$ cat src/verilog/fipc_consts.svh
`ifndef FIPC_CONSTS_SVH
`define FIPC_CONSTS_SVH

// register offsets
`define FIPC_ADDR_PIN_CFG 8'h23
`define FIPC_ADDR_IND_CFG 8'h24
`define FIPC_ADDR_MASK 8'h25
`define FIPC_ADDR_DETECT_FIRST 8'h26
`define FIPC_ADDR_DETECT_SECOND 8'h27
`define FIPC_ADDR_EVT_STATUS 8'h40
`define FIPC_ADDR_EVT_CLEAR 8'h41
`define FIPC_ADDR_EVT_ENABLE 8'h42

// reset values
`define FIPC_PIN_CFG_RST 8'h21
`define FIPC_IND_CFG_RST 8'h00
`define FIPC_MASK_RST 8'h00
`define FIPC_EVT_RST 3'h0

// pin configuration fields
`define FIPC_DRIVE_HI 7
`define FIPC_DRIVE_LO 5
`define FIPC_GPO_BIT 4
`define FIPC_MODE_HI 2
`define FIPC_MODE_LO 0

// indication configuration field
`define FIPC_STYLE_HI 7
`define FIPC_STYLE_LO 6

// pin function codes
`define FIPC_MODE_OFF 3'h0
`define FIPC_MODE_INT 3'h1
`define FIPC_MODE_GPO 3'h3
`define FIPC_MODE_CLK 3'h4

// drive style codes
`define FIPC_DRV_PUSH_PULL 3'h0
`define FIPC_DRV_OD_LOW 3'h1
`define FIPC_DRV_OD_HIGH 3'h2
`define FIPC_DRV_OD_LOW_PU 3'h3
`define FIPC_DRV_OD_HIGH_PD 3'h4

// indication style codes
`define FIPC_STYLE_SINGLE 2'h0
`define FIPC_STYLE_REPEAT 2'h1
`define FIPC_STYLE_HOLD 2'h2

// mask layout
`define FIPC_M_OVERCURRENT 7
`define FIPC_M_ANALOG_UV 6
`define FIPC_M_CLK_ERR_B 5
`define FIPC_M_OVERTEMP 4
`define FIPC_M_BROWNOUT 3
`define FIPC_M_CLK_ERR_A 2
`define FIPC_M_MOD_HALT 1
`define FIPC_M_WORD_HALT 0

// first sticky detection layout
`define FIPC_D1_OVERCURRENT 7
`define FIPC_D1_ANALOG_UV 6
`define FIPC_D1_CLK_ERR_A 5
`define FIPC_D1_OVERTEMP 4
`define FIPC_D1_BROWNOUT 3
`define FIPC_D1_CLK_ERR_B 2
`define FIPC_D1_SAR_DONE 1

// second sticky detection layout
`define FIPC_D2_WORD_HALT 7
`define FIPC_D2_MOD_HALT 6

// event status layout
`define FIPC_EVT_START 0
`define FIPC_EVT_END 1
`define FIPC_EVT_SOURCE 2

// timing
`define FIPC_CLK_PERIOD_NS 20
`define FIPC_PULSE_NS 2000000
`define FIPC_PERIOD_NS 4000000
`define FIPC_CNT_W 18

`endif

$ cat src/verilog/fipc_pkg.sv
`include "fipc_consts.svh"

package fipc_pkg;

  typedef enum logic [1:0] {
    FIPC_IDLE,
    FIPC_PULSE_HI,
    FIPC_PULSE_LO,
    FIPC_HOLD
  } fipc_ind_e;

  typedef struct packed {
    logic [7:0] pin_cfg;
    logic [7:0] ind_cfg;
    logic [7:0] mask;
    logic [2:0] evt_status;
    logic [2:0] evt_enable;
    fipc_ind_e ind;
    logic [7:0] rdata;
    logic pin_out;
    logic pin_oe;
    logic pin_pull_up;
    logic pin_pull_down;
    logic pin_buf_en;
    logic irq_out;
    logic [`FIPC_CNT_W-1:0] hi_cnt;
  } fipc_state_s;

endpackage : fipc_pkg

$ cat src/verilog/fipc_sticky_reg.sv
`timescale 1ns/100ps

module fipc_sticky_reg #(
  parameter int W = 8
) (
  // clock and reset
  input wire logic clock,
  input wire logic rst_n,
  // flag control
  input wire logic [W-1:0] set,
  input wire logic clear,
  // flags
  output logic [W-1:0] flags
);
  import fipc_pkg::*;

  typedef struct packed {
    logic [W-1:0] flags;
  } fipc_sticky_s;

  fipc_sticky_s st;
  fipc_sticky_s next_st;

  // a source firing in the clearing read is kept for the next read
  always_comb begin
    next_st = st;
    if (clear) begin
      next_st.flags = '0;
    end
    next_st.flags = next_st.flags | set; // RQ12
  end

  always_ff @(posedge clock) begin
    if (!rst_n) begin
      st <= '0;
    end else begin
      st <= next_st;
    end
  end

  assign flags = st.flags;
endmodule : fipc_sticky_reg

$ cat src/verilog/fipc_pulse_timer.sv
`timescale 1ns/100ps

module fipc_pulse_timer #(
  parameter int CW = 18
) (
  // clock and reset
  input wire logic clock,
  input wire logic rst_n,
  // control
  input wire logic start,
  input wire logic [CW-1:0] length,
  // status
  output logic busy,
  output logic done
);
  import fipc_pkg::*;

  typedef struct packed {
    logic busy;
    logic [CW-1:0] cnt;
  } fipc_timer_s;

  fipc_timer_s st;
  fipc_timer_s next_st;

  // done marks the last cycle of an interval of length cycles
  always_comb begin
    next_st = st;
    if (start) begin
      next_st.busy = 1'b1;
      next_st.cnt = length - CW'(1);
    end else if (st.busy) begin
      next_st.busy = (st.cnt != '0);
      next_st.cnt = st.cnt - CW'(1);
    end
  end

  always_ff @(posedge clock) begin
    if (!rst_n) begin
      st <= '0;
    end else begin
      st <= next_st;
    end
  end

  assign busy = st.busy;
  assign done = st.busy && (st.cnt == '0);

endmodule : fipc_pulse_timer

$ cat src/verilog/fipc_irq_ctrl.sv
// Notes on behaviour
// (RQ1) drive field bits 7:5 picks push-pull, open-drain low/high, with pull variants
// (RQ2) drive field resets to open drain low-driven, high floating
// (RQ3) function field bits 2:0: off, interrupt, general output, divided clock
// (RQ4) in general output function, bit 4 sets the pin level; resets low
// (RQ5) style 0 gives one active-high 2 ms pulse per interrupt
// (RQ6) style 1 repeats 2 ms pulses every 4 ms while flags remain
// (RQ7) style 2 holds the pin high until all flags clear
// (RQ8) host ends the indication by reading both sticky detection registers
// (RQ9) source mask has one enable bit per fault or clock-halt source
// (RQ10) a mask bit of 1 lets its source interrupt; 0 ignores it
// (RQ11) mask bits and style field reset to zero
// (RQ12) first sticky register latches faults until read; the read clears it
// (RQ13) second sticky register latches word clock halt bit 7, modulator halt bit 6
// (RQ14) an enabled source setting its flag in interrupt function starts an indication
`timescale 1ns/100ps
`include "fipc_consts.svh"

module fipc_irq_ctrl #(
  parameter int PULSE_CYCLES = `FIPC_PULSE_NS / `FIPC_CLK_PERIOD_NS,
  parameter int GAP_CYCLES = (`FIPC_PERIOD_NS - `FIPC_PULSE_NS) / `FIPC_CLK_PERIOD_NS
) (
  // clock and reset
  input wire logic clock,
  input wire logic rst_n,
  // register port
  input wire logic [7:0] reg_addr,
  input wire logic [7:0] reg_wdata,
  input wire logic reg_write,
  input wire logic reg_read,
  output logic [7:0] reg_rdata,
  // fault, clock-halt and SAR-done events, one-cycle pulses
  input wire logic src_overcurrent,
  input wire logic src_analog_uv,
  input wire logic src_clock_error_a,
  input wire logic src_overtemperature,
  input wire logic src_brownout,
  input wire logic src_clock_error_b,
  input wire logic src_sar_done,
  input wire logic src_word_clock_halt,
  input wire logic src_modulator_halt,
  // divided modulation-input clock
  input wire logic clk_div_in,
  // interrupt pin
  output logic pin_out,
  output logic pin_oe,
  output logic pin_pull_up,
  output logic pin_pull_down,
  output logic pin_buffer_enable,
  // system interrupt
  output logic irq_out
);
  import fipc_pkg::*;

  localparam int CW = `FIPC_CNT_W;

  fipc_state_s st;
  fipc_state_s next_st;

  logic [7:0] detect_first;
  logic [7:0] detect_second;
  logic [7:0] set_first;
  logic [7:0] set_second;
  logic [7:0] set_masked;
  logic [7:0] flags_masked;
  logic clear_first;
  logic clear_second;
  logic pending;
  logic trigger;
  logic irq_level;
  logic tmr_start;
  logic [CW-1:0] tmr_len;
  logic tmr_done;
  logic [2:0] drive_f;
  logic [2:0] mode_f;
  logic [1:0] style_f;
  logic gpo_f;

  assign drive_f = st.pin_cfg[`FIPC_DRIVE_HI:`FIPC_DRIVE_LO];
  assign mode_f = st.pin_cfg[`FIPC_MODE_HI:`FIPC_MODE_LO];
  assign style_f = st.ind_cfg[`FIPC_STYLE_HI:`FIPC_STYLE_LO];
  assign gpo_f = st.pin_cfg[`FIPC_GPO_BIT];

  // sticky detection layouts
  always_comb begin
    set_first = 8'h00;
    set_first[`FIPC_D1_OVERCURRENT] = src_overcurrent;
    set_first[`FIPC_D1_ANALOG_UV] = src_analog_uv;
    set_first[`FIPC_D1_CLK_ERR_A] = src_clock_error_a;
    set_first[`FIPC_D1_OVERTEMP] = src_overtemperature;
    set_first[`FIPC_D1_BROWNOUT] = src_brownout;
    set_first[`FIPC_D1_CLK_ERR_B] = src_clock_error_b;
    set_first[`FIPC_D1_SAR_DONE] = src_sar_done;
    set_second = 8'h00;
    set_second[`FIPC_D2_WORD_HALT] = src_word_clock_halt; // RQ13
    set_second[`FIPC_D2_MOD_HALT] = src_modulator_halt; // RQ13
  end

  assign clear_first = reg_read && (reg_addr == `FIPC_ADDR_DETECT_FIRST); // RQ12
  assign clear_second = reg_read && (reg_addr == `FIPC_ADDR_DETECT_SECOND); // RQ13

  fipc_sticky_reg #(
    .W(8)
  ) u_detect_first (
    .clock(clock),
    .rst_n(rst_n),
    .set(set_first),
    .clear(clear_first),
    .flags(detect_first)
  );

  fipc_sticky_reg #(
    .W(8)
  ) u_detect_second (
    .clock(clock),
    .rst_n(rst_n),
    .set(set_second),
    .clear(clear_second),
    .flags(detect_second)
  );

  // source events and flags gathered in mask layout, then gated by the mask
  always_comb begin
    set_masked = 8'h00;
    set_masked[`FIPC_M_OVERCURRENT] = src_overcurrent;
    set_masked[`FIPC_M_ANALOG_UV] = src_analog_uv;
    set_masked[`FIPC_M_CLK_ERR_B] = src_clock_error_b;
    set_masked[`FIPC_M_OVERTEMP] = src_overtemperature;
    set_masked[`FIPC_M_BROWNOUT] = src_brownout;
    set_masked[`FIPC_M_CLK_ERR_A] = src_clock_error_a;
    set_masked[`FIPC_M_MOD_HALT] = src_modulator_halt;
    set_masked[`FIPC_M_WORD_HALT] = src_word_clock_halt;
    set_masked = set_masked & st.mask; // RQ9 RQ10
    flags_masked = 8'h00;
    flags_masked[`FIPC_M_OVERCURRENT] = detect_first[`FIPC_D1_OVERCURRENT];
    flags_masked[`FIPC_M_ANALOG_UV] = detect_first[`FIPC_D1_ANALOG_UV];
    flags_masked[`FIPC_M_CLK_ERR_B] = detect_first[`FIPC_D1_CLK_ERR_B];
    flags_masked[`FIPC_M_OVERTEMP] = detect_first[`FIPC_D1_OVERTEMP];
    flags_masked[`FIPC_M_BROWNOUT] = detect_first[`FIPC_D1_BROWNOUT];
    flags_masked[`FIPC_M_CLK_ERR_A] = detect_first[`FIPC_D1_CLK_ERR_A];
    flags_masked[`FIPC_M_MOD_HALT] = detect_second[`FIPC_D2_MOD_HALT];
    flags_masked[`FIPC_M_WORD_HALT] = detect_second[`FIPC_D2_WORD_HALT];
    flags_masked = flags_masked & st.mask; // RQ10
  end

  // reading the detection registers that hold the masked flags, or clearing their mask bits, drops the pending state
  assign pending = (flags_masked != 8'h00); // RQ8
  assign trigger = (mode_f == `FIPC_MODE_INT) && (set_masked != 8'h00); // RQ14
  assign irq_level = (st.ind == FIPC_PULSE_HI) || (st.ind == FIPC_HOLD);

  fipc_pulse_timer #(
    .CW(CW)
  ) u_timer (
    .clock(clock),
    .rst_n(rst_n),
    .start(tmr_start),
    .length(tmr_len),
    .busy(),
    .done(tmr_done)
  );

  always_comb begin
    logic lvl;
    logic en;
    lvl = 1'b0;
    en = 1'b1;
    next_st = st;
    tmr_start = 1'b0;
    tmr_len = CW'(PULSE_CYCLES);

    // register writes; reserved bits of the pin and indication configuration are kept as written, event registers keep only bits 2:0
    if (reg_write) begin
      case (reg_addr)
        `FIPC_ADDR_PIN_CFG: next_st.pin_cfg = reg_wdata; // RQ1 RQ3 RQ4
        `FIPC_ADDR_IND_CFG: next_st.ind_cfg = reg_wdata;
        `FIPC_ADDR_MASK: next_st.mask = reg_wdata; // RQ9
        `FIPC_ADDR_EVT_CLEAR: next_st.evt_status = st.evt_status & ~reg_wdata[2:0];
        `FIPC_ADDR_EVT_ENABLE: next_st.evt_enable = reg_wdata[2:0];
        default: ;
      endcase
    end

    // read data stand only in the cycle after the strobe
    next_st.rdata = 8'h00;
    if (reg_read) begin
      case (reg_addr)
        `FIPC_ADDR_PIN_CFG: next_st.rdata = st.pin_cfg;
        `FIPC_ADDR_IND_CFG: next_st.rdata = st.ind_cfg;
        `FIPC_ADDR_MASK: next_st.rdata = st.mask;
        `FIPC_ADDR_DETECT_FIRST: next_st.rdata = detect_first; // RQ12
        `FIPC_ADDR_DETECT_SECOND: next_st.rdata = detect_second; // RQ13
        `FIPC_ADDR_EVT_STATUS: next_st.rdata = {5'h00, st.evt_status};
        `FIPC_ADDR_EVT_ENABLE: next_st.rdata = {5'h00, st.evt_enable};
        default: next_st.rdata = 8'h00;
      endcase
    end

    // indication sequencer
    case (st.ind)
      FIPC_IDLE: begin
        if (trigger) begin
          case (style_f)
            `FIPC_STYLE_SINGLE, `FIPC_STYLE_REPEAT: begin
              next_st.ind = FIPC_PULSE_HI; // RQ5 RQ6
              tmr_start = 1'b1;
              next_st.evt_status[`FIPC_EVT_START] = 1'b1;
            end
            `FIPC_STYLE_HOLD: begin
              next_st.ind = FIPC_HOLD; // RQ7
              next_st.evt_status[`FIPC_EVT_START] = 1'b1;
            end
            default: ;
          endcase
        end
      end
      FIPC_PULSE_HI: begin
        if (tmr_done) begin
          if (style_f == `FIPC_STYLE_REPEAT) begin
            next_st.ind = FIPC_PULSE_LO; // RQ6
            tmr_start = 1'b1;
            tmr_len = CW'(GAP_CYCLES);
          end else begin
            next_st.ind = FIPC_IDLE; // RQ5
            next_st.evt_status[`FIPC_EVT_END] = 1'b1;
          end
        end
      end
      FIPC_PULSE_LO: begin
        if (tmr_done) begin
          if (pending && style_f == `FIPC_STYLE_REPEAT) begin
            next_st.ind = FIPC_PULSE_HI; // RQ6
            tmr_start = 1'b1;
          end else begin
            next_st.ind = FIPC_IDLE;
            next_st.evt_status[`FIPC_EVT_END] = 1'b1;
          end
        end
      end
      FIPC_HOLD: begin
        if (!pending) begin
          next_st.ind = FIPC_IDLE; // RQ7 RQ8
          next_st.evt_status[`FIPC_EVT_END] = 1'b1;
        end
      end
      default: next_st.ind = FIPC_IDLE;
    endcase
    // leaving the interrupt function abandons any indication in flight
    if (mode_f != `FIPC_MODE_INT) begin
      next_st.ind = FIPC_IDLE;
    end
    if (set_masked != 8'h00) begin
      next_st.evt_status[`FIPC_EVT_SOURCE] = 1'b1;
    end

    // pin function
    case (mode_f)
      `FIPC_MODE_INT: lvl = irq_level; // RQ3
      `FIPC_MODE_GPO: lvl = gpo_f; // RQ4
      `FIPC_MODE_CLK: lvl = clk_div_in; // RQ3
      default: en = 1'b0; // RQ3
    endcase

    // drive style; reserved codes leave the pin floating
    next_st.pin_out = 1'b0;
    next_st.pin_oe = 1'b0;
    next_st.pin_pull_up = 1'b0;
    next_st.pin_pull_down = 1'b0;
    case (drive_f)
      `FIPC_DRV_PUSH_PULL: begin
        next_st.pin_out = lvl; // RQ1
        next_st.pin_oe = 1'b1;
      end
      `FIPC_DRV_OD_LOW, `FIPC_DRV_OD_LOW_PU: begin
        next_st.pin_oe = !lvl; // RQ1 RQ2
        next_st.pin_pull_up = (drive_f == `FIPC_DRV_OD_LOW_PU);
      end
      `FIPC_DRV_OD_HIGH, `FIPC_DRV_OD_HIGH_PD: begin
        next_st.pin_out = 1'b1; // RQ1
        next_st.pin_oe = lvl;
        next_st.pin_pull_down = (drive_f == `FIPC_DRV_OD_HIGH_PD);
      end
      default: ;
    endcase
    if (!en) begin
      next_st.pin_oe = 1'b0;
      next_st.pin_pull_up = 1'b0;
      next_st.pin_pull_down = 1'b0;
    end
    next_st.pin_buf_en = en; // RQ3

    next_st.irq_out = ((next_st.evt_status & st.evt_enable) != 3'h0);
    next_st.hi_cnt = irq_level ? st.hi_cnt + CW'(1) : '0;
  end

  always_ff @(posedge clock) begin
    if (!rst_n) begin
      st <= '0;
      st.pin_cfg <= `FIPC_PIN_CFG_RST; // RQ2 RQ3 RQ4
      st.ind_cfg <= `FIPC_IND_CFG_RST; // RQ11
      st.mask <= `FIPC_MASK_RST; // RQ11
      st.evt_status <= `FIPC_EVT_RST;
      st.evt_enable <= `FIPC_EVT_RST;
      st.ind <= FIPC_IDLE;
    end else begin
      st <= next_st;
    end
  end

  assign reg_rdata = st.rdata;
  assign pin_out = st.pin_out;
  assign pin_oe = st.pin_oe;
  assign pin_pull_up = st.pin_pull_up;
  assign pin_pull_down = st.pin_pull_down;
  assign pin_buffer_enable = st.pin_buf_en;
  assign irq_out = st.irq_out;
endmodule : fipc_irq_ctrl

$ cat config.mk
export PLATFORM = sky130hd
export DESIGN_NAME = fipc_irq_ctrl
export DESIGN_NICKNAME = d
export VERILOG_FILES = /design/src/verilog/fipc_pkg.sv /design/src/verilog/fipc_sticky_reg.sv /design/src/verilog/fipc_pulse_timer.sv /design/src/verilog/fipc_irq_ctrl.sv
export VERILOG_INCLUDE_DIRS = /design/src /design/src/verilog
export SDC_FILE = /design/constraint.sdc
export NUM_CORES = 1
export LEC_CHECK = 0
export ABC_AREA = 1
export BUFFER_PORTS_ARGS = -buffer_cell sky130_fd_sc_hd__clkbuf_2
export CAP_MARGIN = 20
export CORE_AREA = 2 2 147 91
export DETAILED_ROUTE_END_ITERATION = 6
export DIE_AREA = 0 0 149 93
export HOLD_SLACK_MARGIN = 0.05
export PLACE_DENSITY_LB_ADDON = 0.08
export SYNTH_ARGS = -nofsm -noshare
export SYNTH_HDL_FRONTEND = slang
export SYNTH_SLANG_ARGS = --single-unit
export TNS_END_PERCENT = 1
$ cat constraint.sdc
create_clock -name clock -period 3.1 [get_ports clock]
set_input_delay 0.155 -clock clock [delete_from_list [all_inputs] [get_ports clock]]
set_output_delay 0.155 -clock clock [all_outputs]
set_load 0.01 [all_outputs]
# Word level (Yosys, flattened, before mapping)
# Cells that the tools add are included.
# classes
addsub,1
n_eq_ne,26
mux,37
bitwise_logic,8
n_reduce_logical,32
# op_table
cell,n
$pmux W8 S7,1
$eq A8 B6 Y1 const B,5
$mux W19,2
$eq A8 B7 Y1 const B,3
$logic_not A18 Y1,1
$reduce_bool A18 Y1,1
$sub A18 B1 Y18 const B,1
$mux W1,17
$and A8 B8 Y8,2
$mux W8,2
$or A8 B8 Y8,2
$reduce_bool A8 Y1,2
$pmux W1 S3,4
$reduce_and A2 Y1,6
$mux W2,5
$reduce_or A2 Y1,5
$eq A3 B2 Y1 const B,3
$ne A2 B2 Y1 const B,4
$pmux W2 S4,1
$and A3 B3 Y3,2
$eq A2 B2 Y1 const B,3
$eq A3 B1 Y1 const B,2
$eq A3 B3 Y1 const B,2
$mux W3,2
17 further kinds,26
# word_totals
register_bits,81
input_bits,30
wordCells,122

# Depth between registers and ports, before layout
# Gate-level depths: netlist (run 1).
# depth
ltp_word,9
mapped_depth,14
mapped_depth_nobuf,14

# Modules after synthesis
# From an unflattened synthesis (run 1), not the netlist that was laid out.
# hier_totals
cells_unflattened,738
area_unflattened_um2,4740.8
# by_module_without_submodules
module,n_inst,cells_each,area_per_inst_um2
fipc_irq_ctrl,1,357,2498.6
fipc_pulse_timer,1,313,1706.6
fipc_sticky_reg,2,34,267.8

# Least setup slack after synthesis (run 1)
# Ideal clock, no wire load.
# synth_path
path_kind,register to register
start,register u_timer.st[0] (netlist bit)
end,register u_timer.st[11] (netlist bit)
t_arrival_ns,1.383
required_time_ns,2.980
path_slack_ns,1.597
stages_incl_launch_ff,12
path_buffers,0
synth_period_minus_slack_ns,1.503
path_cell_list,dfxtp_1 > inv_1 > ha_1 > inv_1 > nor2_1 > nand2_1 > nor2_1 > nand4_2 > o21ai_2 > nand2_2 > nand2_1 > nor2_1
# synth_between
elab_chain_cells,5
# synth_rtl
element,line_no,source
start: declaration,fipc_pulse_timer.sv:23,fipc_timer_s st;
start signal: assignment,fipc_pulse_timer.sv:42,st <= next_st;
"parallel branches: the longest is 5 deep, another holds $sub A18 B1 Y18",-,
# Several ways; the timed one is not identified.
# A chain may end at the register's enable or synchronous reset.

# Final worst setup path (run 1)
# layout_path
start,register u_timer.st[0] (netlist bit)
end,register u_timer.st[14] (netlist bit)
# The elaborated chain is that of the path after synthesis.

==> results of run 1 <==
worst paths after layout:
path / cells past startpoint / to / slack (ps) / from
hold reg to reg: 2 / st[59] / 450 / st[59]
setup reg to reg: 11 / u_timer.st[14] / 1040 / u_timer.st[0]
hold / removal: 3 / u_detect_second.flags[7] / 70 / src_word_clock_halt
setup / recovery: 11 / u_timer.st[14] / 1040 / u_timer.st[0]
stage by stage:
stage                     instance area [um^2]  instances  setup WS (ps)  hold slack, ps
after floorplan                           3690        513           1600             272
after global placement                    4000        708           1130             363
after detailed placement                  4000        708           1040             366
after CTS                                 4350        729           1020            50.4
after global routing                      4350        729            791            71.7
final                                     4350        729           1040            71.3
final cells by class:
class / instances / area (um^2) / area share [%]
well taps: 170 / 213 / 4.89
multi-input cells: 351 / 1820 / 41.9
inverters: 68 / 255 / 5.87
clock buffers: 11 / 243 / 5.58
flip-flops and latches: 74 / 1480 / 34.1
clock inverters: 5 / 53.8 / 1.24
repair buffers: 50 / 280 / 6.44
cells by family (layout without fill, tap and decap cells):
family                     Yosys count  in the layout  synth area share, %
AOI/OAI and AO/OA                   96             96                 15.5
xor gates and xnor gates            15             15                 3.56
adders and majority gates            7              7                 2.37
buffers and inverters               88            134                 10.5
DFF                                 74             74                 40.1
and+or+nand+nor                    233            233                 28.0
layout by cell type, fill, tap and decap left out, drive strengths merged, types with 11 or more instances in the layout:
cell type    n
nand4       11
nand3       31
a21oi       44
nor2        73
o21ai       36
inv         67
clkbuf      54
dfxtp       74
nand2      107
layer usage:
metal	up-vias	global-route usage [%]	part of all wire, %	wire, um
met5	-	0	0	0
met1	1535	27.3	56	6350
met3	10	4.88	6.7	752
li1	1731	-	-	-
met4	0	5.32	1.3	150
met2	96	21.4	36	4010
power by group through the flow:
stage	registers (uW)	clock network (uW)	logic (uW)
2_1_floorplan	1010	0	164
3_3_place_gp	1020	0	257
3_5_place_dp	1020	0	252
4_1_cts	997	1080	258
5_1_grt	1000	1120	293
6_report	997	1050	260
sequential cells by signal (all words and copies together), names as in the netlist, 2 cells and up:
register,cells
mode_f,3
u_detect_first.flags,7
u_detect_second.flags,2
drive_f,3
u_timer.st,18
st,25
reg_rdata,8
critical path, cell delays in order, from the launching register on:
cell,delay (ps)
dfxtp_1,320
inv_1,140
ha_1,170
inv_1,40
nor2_1,80
nand2_1,60
nor2_1,160
nand4_2,130
o21ai_2,170
nand2_2,250
nand2_1,340
nor2_1,70
==> flow_metrics.env, run 1 <==
export IMPL_cp_required_ps=3310
export IMPL_routed_wirelength_mm=11.3
export IMPL_finalSetupTns_ps=0
export IMPL_yosysWarningCount=0
export IMPL_gp_congestion=0.794
export IMPL_ys_seq_elements=74
export IMPL_first_global_vias=3207
export IMPL_arrival_ps=2270
export IMPL_grt_pass1_wl_mm=17.9
export IMPL_die_h_um=93
export IMPL_period_share_pct=66.4
export IMPL_cp_max_fo=12
export IMPL_finalHoldViolCount=0
export IMPL_io_pins=44
export IMPL_status="complete, no violations"
export IMPL_setup_violations=0
export IMPL_vias=3372
export IMPL_hold_class="input pin to flop"
export IMPL_die_w_um=149
export IMPL_via_per_inst=4.63
export IMPL_holdBufCountCts=5
export IMPL_rows=32
export IMPL_rsz0062_at_grt="no"
export IMPL_drc=0
export IMPL_hpwl_mm=8.72
export IMPL_root_buffer="clkbuf_16"
export IMPL_final_util_pct=34.6
export IMPL_htree_num_levels=3
export IMPL_synth_cell_types=40
export IMPL_fmax_mhz=485
export IMPL_cts_path_max_buffers=2
export IMPL_grt_max_degree=31
export IMPL_final_nets=591
export IMPL_synth_commonest_cells="nand2_1, dfxtp_1, nor2_1, inv_1, o21ai_0"
export IMPL_start_util_pct=29.4
export IMPL_synthTopCellsByArea="dfxtp_1, nand2_1, nor2_1"
export IMPL_post_cts_setup_buffers=0
export IMPL_cts_buffers=9
export IMPL_tightestPinTransition_ps=714
export IMPL_maxCapViolations=0
export IMPL_avgSynthCellArea_um2=7.20
export IMPL_layout_min_cycle_time_ps=2060
export IMPL_route_antenna_remaining_nets=0
export IMPL_globalRouteOverflowTotal=0
export IMPL_worstSetupEndpointType="flop"
export IMPL_power_density_mw_per_mm2=531
export IMPL_cts_resized=0
export IMPL_antenna_found_initial=0
export IMPL_synth_edf_count=0
export IMPL_synth_ff_type="dfxtp_1"
export IMPL_power_leakage_uw=0.00187
export IMPL_drive_above_1_share_pct=15.6
export IMPL_pwr_share_clk_pct=45.5
export IMPL_synth_top_cell_by_area="dfxtp_1"
export IMPL_cts_tree="done"
export IMPL_p_int_uw=1710
export IMPL_syn2layout_area_growth_pct=17.8
export IMPL_yosysMostFrequentCell="nand2_1"
export IMPL_sw_frac_of_total_pct=25.9
export IMPL_switching_power_uw=597
export IMPL_path_clk_slew_ps=60
export IMPL_path_class="flop to flop"
export IMPL_grt_usage_pct=17.2
export IMPL_n_antenna_cell=0
export IMPL_wl_per_cell_um=15.4
export IMPL_finalPower_uw=2310
export IMPL_insertion_delay_ps=340
export IMPL_synth_cells=513
export IMPL_drv_slew=0
export IMPL_fill_cells=1393
export IMPL_core_mm2=0.0126
export IMPL_dieArea_mm2=0.0139
export IMPL_ir_drop_uv=251
export IMPL_skew_ps=7.98
export IMPL_synthArstFlopShare_pct=0
export IMPL_relSlewSlack_pct=52.0
export IMPL_port_buffers=43
export IMPL_power_frac_seq_pct=43.2
export IMPL_cts_sinks=74
export IMPL_start_kind="flop"
export IMPL_drt_first_pass_iters=5
export IMPL_synth_top_area_share_pct=40.1
export IMPL_ys_seq_area_share_pct=40.1
export IMPL_drtIter0Drc=296
export IMPL_power_frac_comb_pct=11.3
export IMPL_syn_area_mm2=0.00369
export IMPL_synthesis_nets=550
No activity file was read; power rests on OpenSTA's default activity.
==> run 2: changes to the inputs <==
Clock period 3.1 ns to 1.75 ns, I/O delays scaled along.
==> run 2 against run 1 <==
Critical path depth is the same; clock skew is 1.6 ps higher; combinational power is 83% higher; fmax increased by 30%; clock power rose by 62%; critical endpoint is now u_timer.st[15]; largest power group is now registers.
==> flow_metrics.env, run 2 (synthesized netlist as in run 1, its figures left out) <==
export IMPL_status="complete, no violations"
export IMPL_top_layer="met4"
export IMPL_route_antenna_remaining_nets=0
export IMPL_crit_family="simple AND/OR/NAND/NOR gates"
export IMPL_tightestPinTransition_ps=477
export IMPL_period_share_pct=90.8
export IMPL_reg2reg_to="u_timer.st[15]"
export IMPL_max_stage_delay_ps=320
export IMPL_hold_depth=3
export IMPL_whs_endpoint="st[47]"
export IMPL_worstHoldStart="reg_wdata[7]"
export IMPL_setup_violations=0
export IMPL_worstSetupEndpointType="flop"
export IMPL_r2r_start="u_timer.st[0]"
export IMPL_rows=32
export IMPL_fmax_mhz=629
export IMPL_grt_pass1_wl_mm=17.8
export IMPL_routed_wirelength_mm=11.1
export IMPL_htree_num_levels=3
export IMPL_wl_met3_um=551
export IMPL_layout_min_cycle_time_ps=1590
export IMPL_root_buffer="clkbuf_16"
export IMPL_cts_sinks=74
export IMPL_power_leakage_uw=0.00195
export IMPL_final_util_pct=35.8
export IMPL_cts_tree="done"
export IMPL_drv_slew=0
export IMPL_wl_per_cell_um=14.8
export IMPL_crit_top_cell="inv_1"
export IMPL_largest_register="st"
export IMPL_vias=3451
export IMPL_n_antenna_cell=0
export IMPL_cp_required_ps=2010
export IMPL_dieArea_mm2=0.0139
export IMPL_die_h_um=93
export IMPL_finalHoldViolCount=0
export IMPL_power_density_mw_per_mm2=875
export IMPL_cts_buffers=9
export IMPL_via_per_inst=4.60
export IMPL_start_util_pct=29.4
export IMPL_drt_first_pass_iters=5
export IMPL_finalInstanceArea_mm2=0.00451
export IMPL_final_nets=613
export IMPL_setup_ws_ps=161
export IMPL_path_cells="inv_1 -> ha_1 -> inv_1 -> nor2_1 -> nand2_1 -> nor2_2 -> nand4_2 -> o21ai_2 -> nand2_2 -> buf_4 -> a21oi_1"
export IMPL_relSlewSlack_pct=68.2
export IMPL_hpwl_mm=8.61
export IMPL_layout_common_cells="nand2_1, dfxtp_1, nor2_1, inv_1, clkbuf_2"
export IMPL_grt_max_degree=31
export IMPL_path_class="flop to flop"
export IMPL_rsz0062_at_grt="no"
export IMPL_dp_cells=725
export IMPL_drc=0
export IMPL_pre_cts_ws_ps=63.6
export IMPL_reg2reg_slack_ps=160
export IMPL_die_w_um=149
export IMPL_maxCapViolations=0
export IMPL_largest_reg_flops=25
export IMPL_wl_met2_mm=4.08
export IMPL_first_global_vias=3237
export IMPL_reg2reg_depth=11
export IMPL_gp_congestion=0.811
export IMPL_globalRouteOverflowTotal=0
export IMPL_final_common_cell="nand2_1"
export IMPL_insertion_delay_ps=330
export IMPL_core_mm2=0.0126
export IMPL_syn2layout_area_growth_pct=22.0
export IMPL_arrival_ps=1850
export IMPL_skew_ps=9.53
export IMPL_path_clk_slew_ps=60
export IMPL_drive_above_1_share_pct=18.1
export IMPL_finalSetupTns_ps=0
export IMPL_stdcell_count=750
export IMPL_cp_max_fo=5
export IMPL_hold_class="input pin to flop"
export IMPL_place_area_mm2=0.00413
export IMPL_crit_buf_inv=3
export IMPL_port_buffers=43
export IMPL_crit_slowest_cell="dfxtp_1"
export IMPL_antenna_found_initial=0
export IMPL_grt_usage_pct=17.1
export IMPL_io_pins=44
export IMPL_cts_path_max_buffers=2
export IMPL_start_kind="flop"
export IMPL_drtIter0Drc=213
export IMPL_wl_met1_mm=6.37
export IMPL_ir_drop_uv=493
[run 2: changes by cell type in the layout (fill, tap and decap cells not counted), sizes merged]
cell / previous run / this run
dlygate4sd3: 5 / 10
buf: 2 / 19
clkbuf: 54 / 56
clkinv: 5 / 3
bufinv: 1 / 0
[run 2: layout make-up]
class	count	area [um^2]
inverters	68	255
flip-flops and latches	74	1480
fillers	1372	8070
well taps	170	213
clock inverters	2	13.8
clock buffers	13	250
multi-input cells	351	1830
repair buffers	72	458
[run 2: repair_timing]
item                                    4_1_cts  5_1_grt
resized for setup                             0        5
endpoints found under the setup margin        0       20
hold buffers                                 10        0
hold endpoints to repair                     10        0
buffers inserted                              0        0
[run 2: report_power, final]
part	total, uW	switching [uW]	internal (uW)
Sequential	1760	33.7	1730
Clock	1700	707	993
Combinational	476	296	180
Total	3940	1040	2900
[run 2: worst reg2reg max path, delay by kind of cell, from the launching register on]
family                   cells  cell delay, ps
AO/OA/AOI/OAI                2             280
adder cells (fa/ha/maj)      1             150
buffers and inverters        3             330
flip-flops                   1             320
AND/OR/NAND/NOR              5             440
[run 2: per-stage QoR]
step           power (uW)  hold slack, ps
5_1_grt              4120            68.2
2_1_floorplan        2090             205
3_5_place_dp         2250             311
3_3_place_gp         2260             295
4_1_cts              4000            54.9
6_report             3940            58.1
[run 2: worst max path at each step]
stage             startpoint             end  depth (start not counted)
5_1_grt               st[32]         irq_out                         12
3_3_place_gp   u_timer.st[0]  u_timer.st[14]                         11
4_1_cts        u_timer.st[0]  u_timer.st[14]                         11
2_1_floorplan  u_timer.st[0]  u_timer.st[11]                         11
6_report       u_timer.st[0]  u_timer.st[15]                         11
3_5_place_dp   u_timer.st[0]  u_timer.st[14]                         11
[run 2: per-layer routing]
layer	vias up	track usage, %
met5	-	0
met4	0	3.81
met3	4	3.51
met2	80	22.4
met1	1590	27.7
li1	1777	-
==> run 3: changes to the inputs <==
Settings changed: BUFFER_PORTS_ARGS -buffer_cell sky130_fd_sc_hd__clkbuf_2 to not set, DONT_BUFFER_PORTS set to 1, PLACE_DENSITY set to 0.51, PLACE_DENSITY_LB_ADDON 0.08 to not set.
==> run 3 against run 2 <==
Combinational power fell by 4%; power is 8.5% higher; global-route usage is 0.13 points higher.
==> flow_metrics.env, run 3 (synthesized netlist as in run 1, its figures left out) <==
export IMPL_drv_slew=0
export IMPL_pre_cts_ws_ps=102
export IMPL_largest_register="st"
export IMPL_power_leakage_uw=0.00188
export IMPL_path_class="flop to flop"
export IMPL_io_pins=44
export IMPL_finalInstanceArea_mm2=0.00461
export IMPL_stdcell_count=729
export IMPL_fmax_mhz=626
export IMPL_reg2reg_depth=10
export IMPL_reg2reg_slack_ps=150
export IMPL_vias=3521
export IMPL_die_w_um=149
export IMPL_largest_reg_flops=25
export IMPL_worstSetupEndpointType="flop"
export IMPL_via_per_inst=4.83
export IMPL_ir_drop_uv=449
export IMPL_cts_buffers=9
export IMPL_drive_above_1_share_pct=11.3
export IMPL_root_buffer="clkbuf_16"
export IMPL_final_nets=591
export IMPL_hpwl_mm=8.52
export IMPL_multi_input_area_mm2=0.00185
export IMPL_final_util_pct=36.7
export IMPL_cts_path_max_buffers=2
export IMPL_htree_num_levels=3
export IMPL_start_util_pct=29.4
export IMPL_arrival_ps=1820
export IMPL_maxCapViolations=0
export IMPL_layout_common_cells="nand2_1, dfxtp_1, nor2_1, inv_1, dlygate4sd3_1"
export IMPL_die_h_um=93
export IMPL_routed_wirelength_mm=11.6
export IMPL_skew_ps=8.92
export IMPL_relSlewSlack_pct=70.7
export IMPL_reg2reg_to="u_timer.st[16]"
export IMPL_cts_sinks=74
export IMPL_cp_required_ps=1970
export IMPL_port_buffers=0
export IMPL_whs_endpoint="st[39]"
export IMPL_gp_congestion=0.867
export IMPL_path_clk_slew_ps=60
export IMPL_first_global_vias=3261
export IMPL_insertion_delay_ps=340
export IMPL_hold_depth=3
export IMPL_tightestPinTransition_ps=435
export IMPL_setup_ws_ps=154
export IMPL_core_mm2=0.0126
export IMPL_finalHoldViolCount=0
export IMPL_cp_max_fo=2
export IMPL_syn2layout_area_growth_pct=24.8
export IMPL_cts_tree="done"
export IMPL_hold_class="input pin to flop"
export IMPL_power_density_mw_per_mm2=928
export IMPL_period_share_pct=91.2
export IMPL_drc=0
export IMPL_final_common_cell="nand2_1"
export IMPL_drtIter0Drc=280
export IMPL_rows=32
export IMPL_grt_usage_pct=17.2
export IMPL_worstHoldStart="reg_write"
export IMPL_wl_per_cell_um=15.9
export IMPL_dp_cells=674
export IMPL_layout_min_cycle_time_ps=1600
export IMPL_grt_max_degree=20
export IMPL_route_antenna_remaining_nets=0
export IMPL_place_area_mm2=0.00386
export IMPL_setup_violations=0
export IMPL_status="complete, no violations"
export IMPL_fill_cells=1356
export IMPL_seq_area_mm2=0.00148
export IMPL_drt_first_pass_iters=4
export IMPL_n_antenna_cell=0
export IMPL_dieArea_mm2=0.0139
export IMPL_start_kind="flop"
export IMPL_rsz0062_at_grt="yes"
export IMPL_grt_pass1_wl_mm=18.1
export IMPL_antenna_found_initial=0
export IMPL_post_cts_setup_buffers=0
export IMPL_r2r_start="u_timer.st[0]"
export IMPL_globalRouteOverflowTotal=0
run 3: changes by cell type in the layout (fill, tap and decap cells not counted), moves of 3 or more:
| cell | previous run | this run |
|---|---|---|
| clkbuf_2 | 43 | 0 |
| buf_4 | 19 | 11 |
| clkbuf_1 | 3 | 0 |
| dlygate4sd3_1 | 10 | 37 |
run 3: final cells by class:
| type | count | area share, % |
|---|---|---|
| Multi-Input combinational cell | 351 | 40.2 |
| Sequential cell | 74 | 32.2 |
| Timing Repair Buffer | 50 | 10.4 |
| Inverter | 68 | 5.54 |
| Clock buffer | 9 | 4.89 |
| Tap cell | 170 | 4.62 |
| Clock inverter | 7 | 2.23 |
run 3: layer usage:
metal,part of all wire (%),vias up,GRT usage [%]
li1,-,1735,-
met1,54,1657,27.1
met2,37,117,22.6
met3,8.0,12,4.98
met4,0.80,0,3.41
met5,0,-,0
run 3: power by group:
part | switching (uW) | internal (uW) | total [uW]
registers | 41.6 | 1730 | 1770
logic | 271 | 186 | 457
clock network | 784 | 1260 | 2050
run 3: metrics by stage:
stage               hold slack (ps)  power (uW)  TNS [ps]
global placement                176        2170         0
global route                   75.9        4460     -8.81
finish                         58.9        4280         0
CTS                            51.7        4290         0
detailed placement              178        2170         0
floorplan                       205        2090         0
run 3: timing repair:
| action | 4_1_cts | 5_1_grt |
|---|---|---|
| resized for setup | 0 | 13 |
| hold buffers | 37 | 2 |
| endpoints found under the setup margin | 0 | 31 |
| hold endpoints to repair | 44 | 11 |
run 3: worst max-delay path, cell delays in order (launching register included):
cell	delay (ps)
dfxtp_1	320
inv_1	80
buf_4	130
ha_1	140
nand2_1	90
inv_1	90
nand3_1	110
nor2_2	140
nand4_1	110
xor2_1	200
a21oi_2	70
run 3: worst max path at each step:
| stage | slack [ps] | depth (start not counted) | start | to |
|---|---|---|---|---|
| final | 150 | 10 | u_timer.st[0] | u_timer.st[16] |
| after global routing | -9 | 11 | u_timer.st[0] | u_timer.st[15] |
| after CTS | 20 | 5 | rst_n | u_detect_second.flags[7] |
| after detailed placement | 100 | 11 | u_timer.st[0] | u_timer.st[12] |
| after global placement | 140 | 7 | u_timer.busy | u_timer.st[17] |
| after floorplan | 250 | 11 | u_timer.st[0] | u_timer.st[11] |
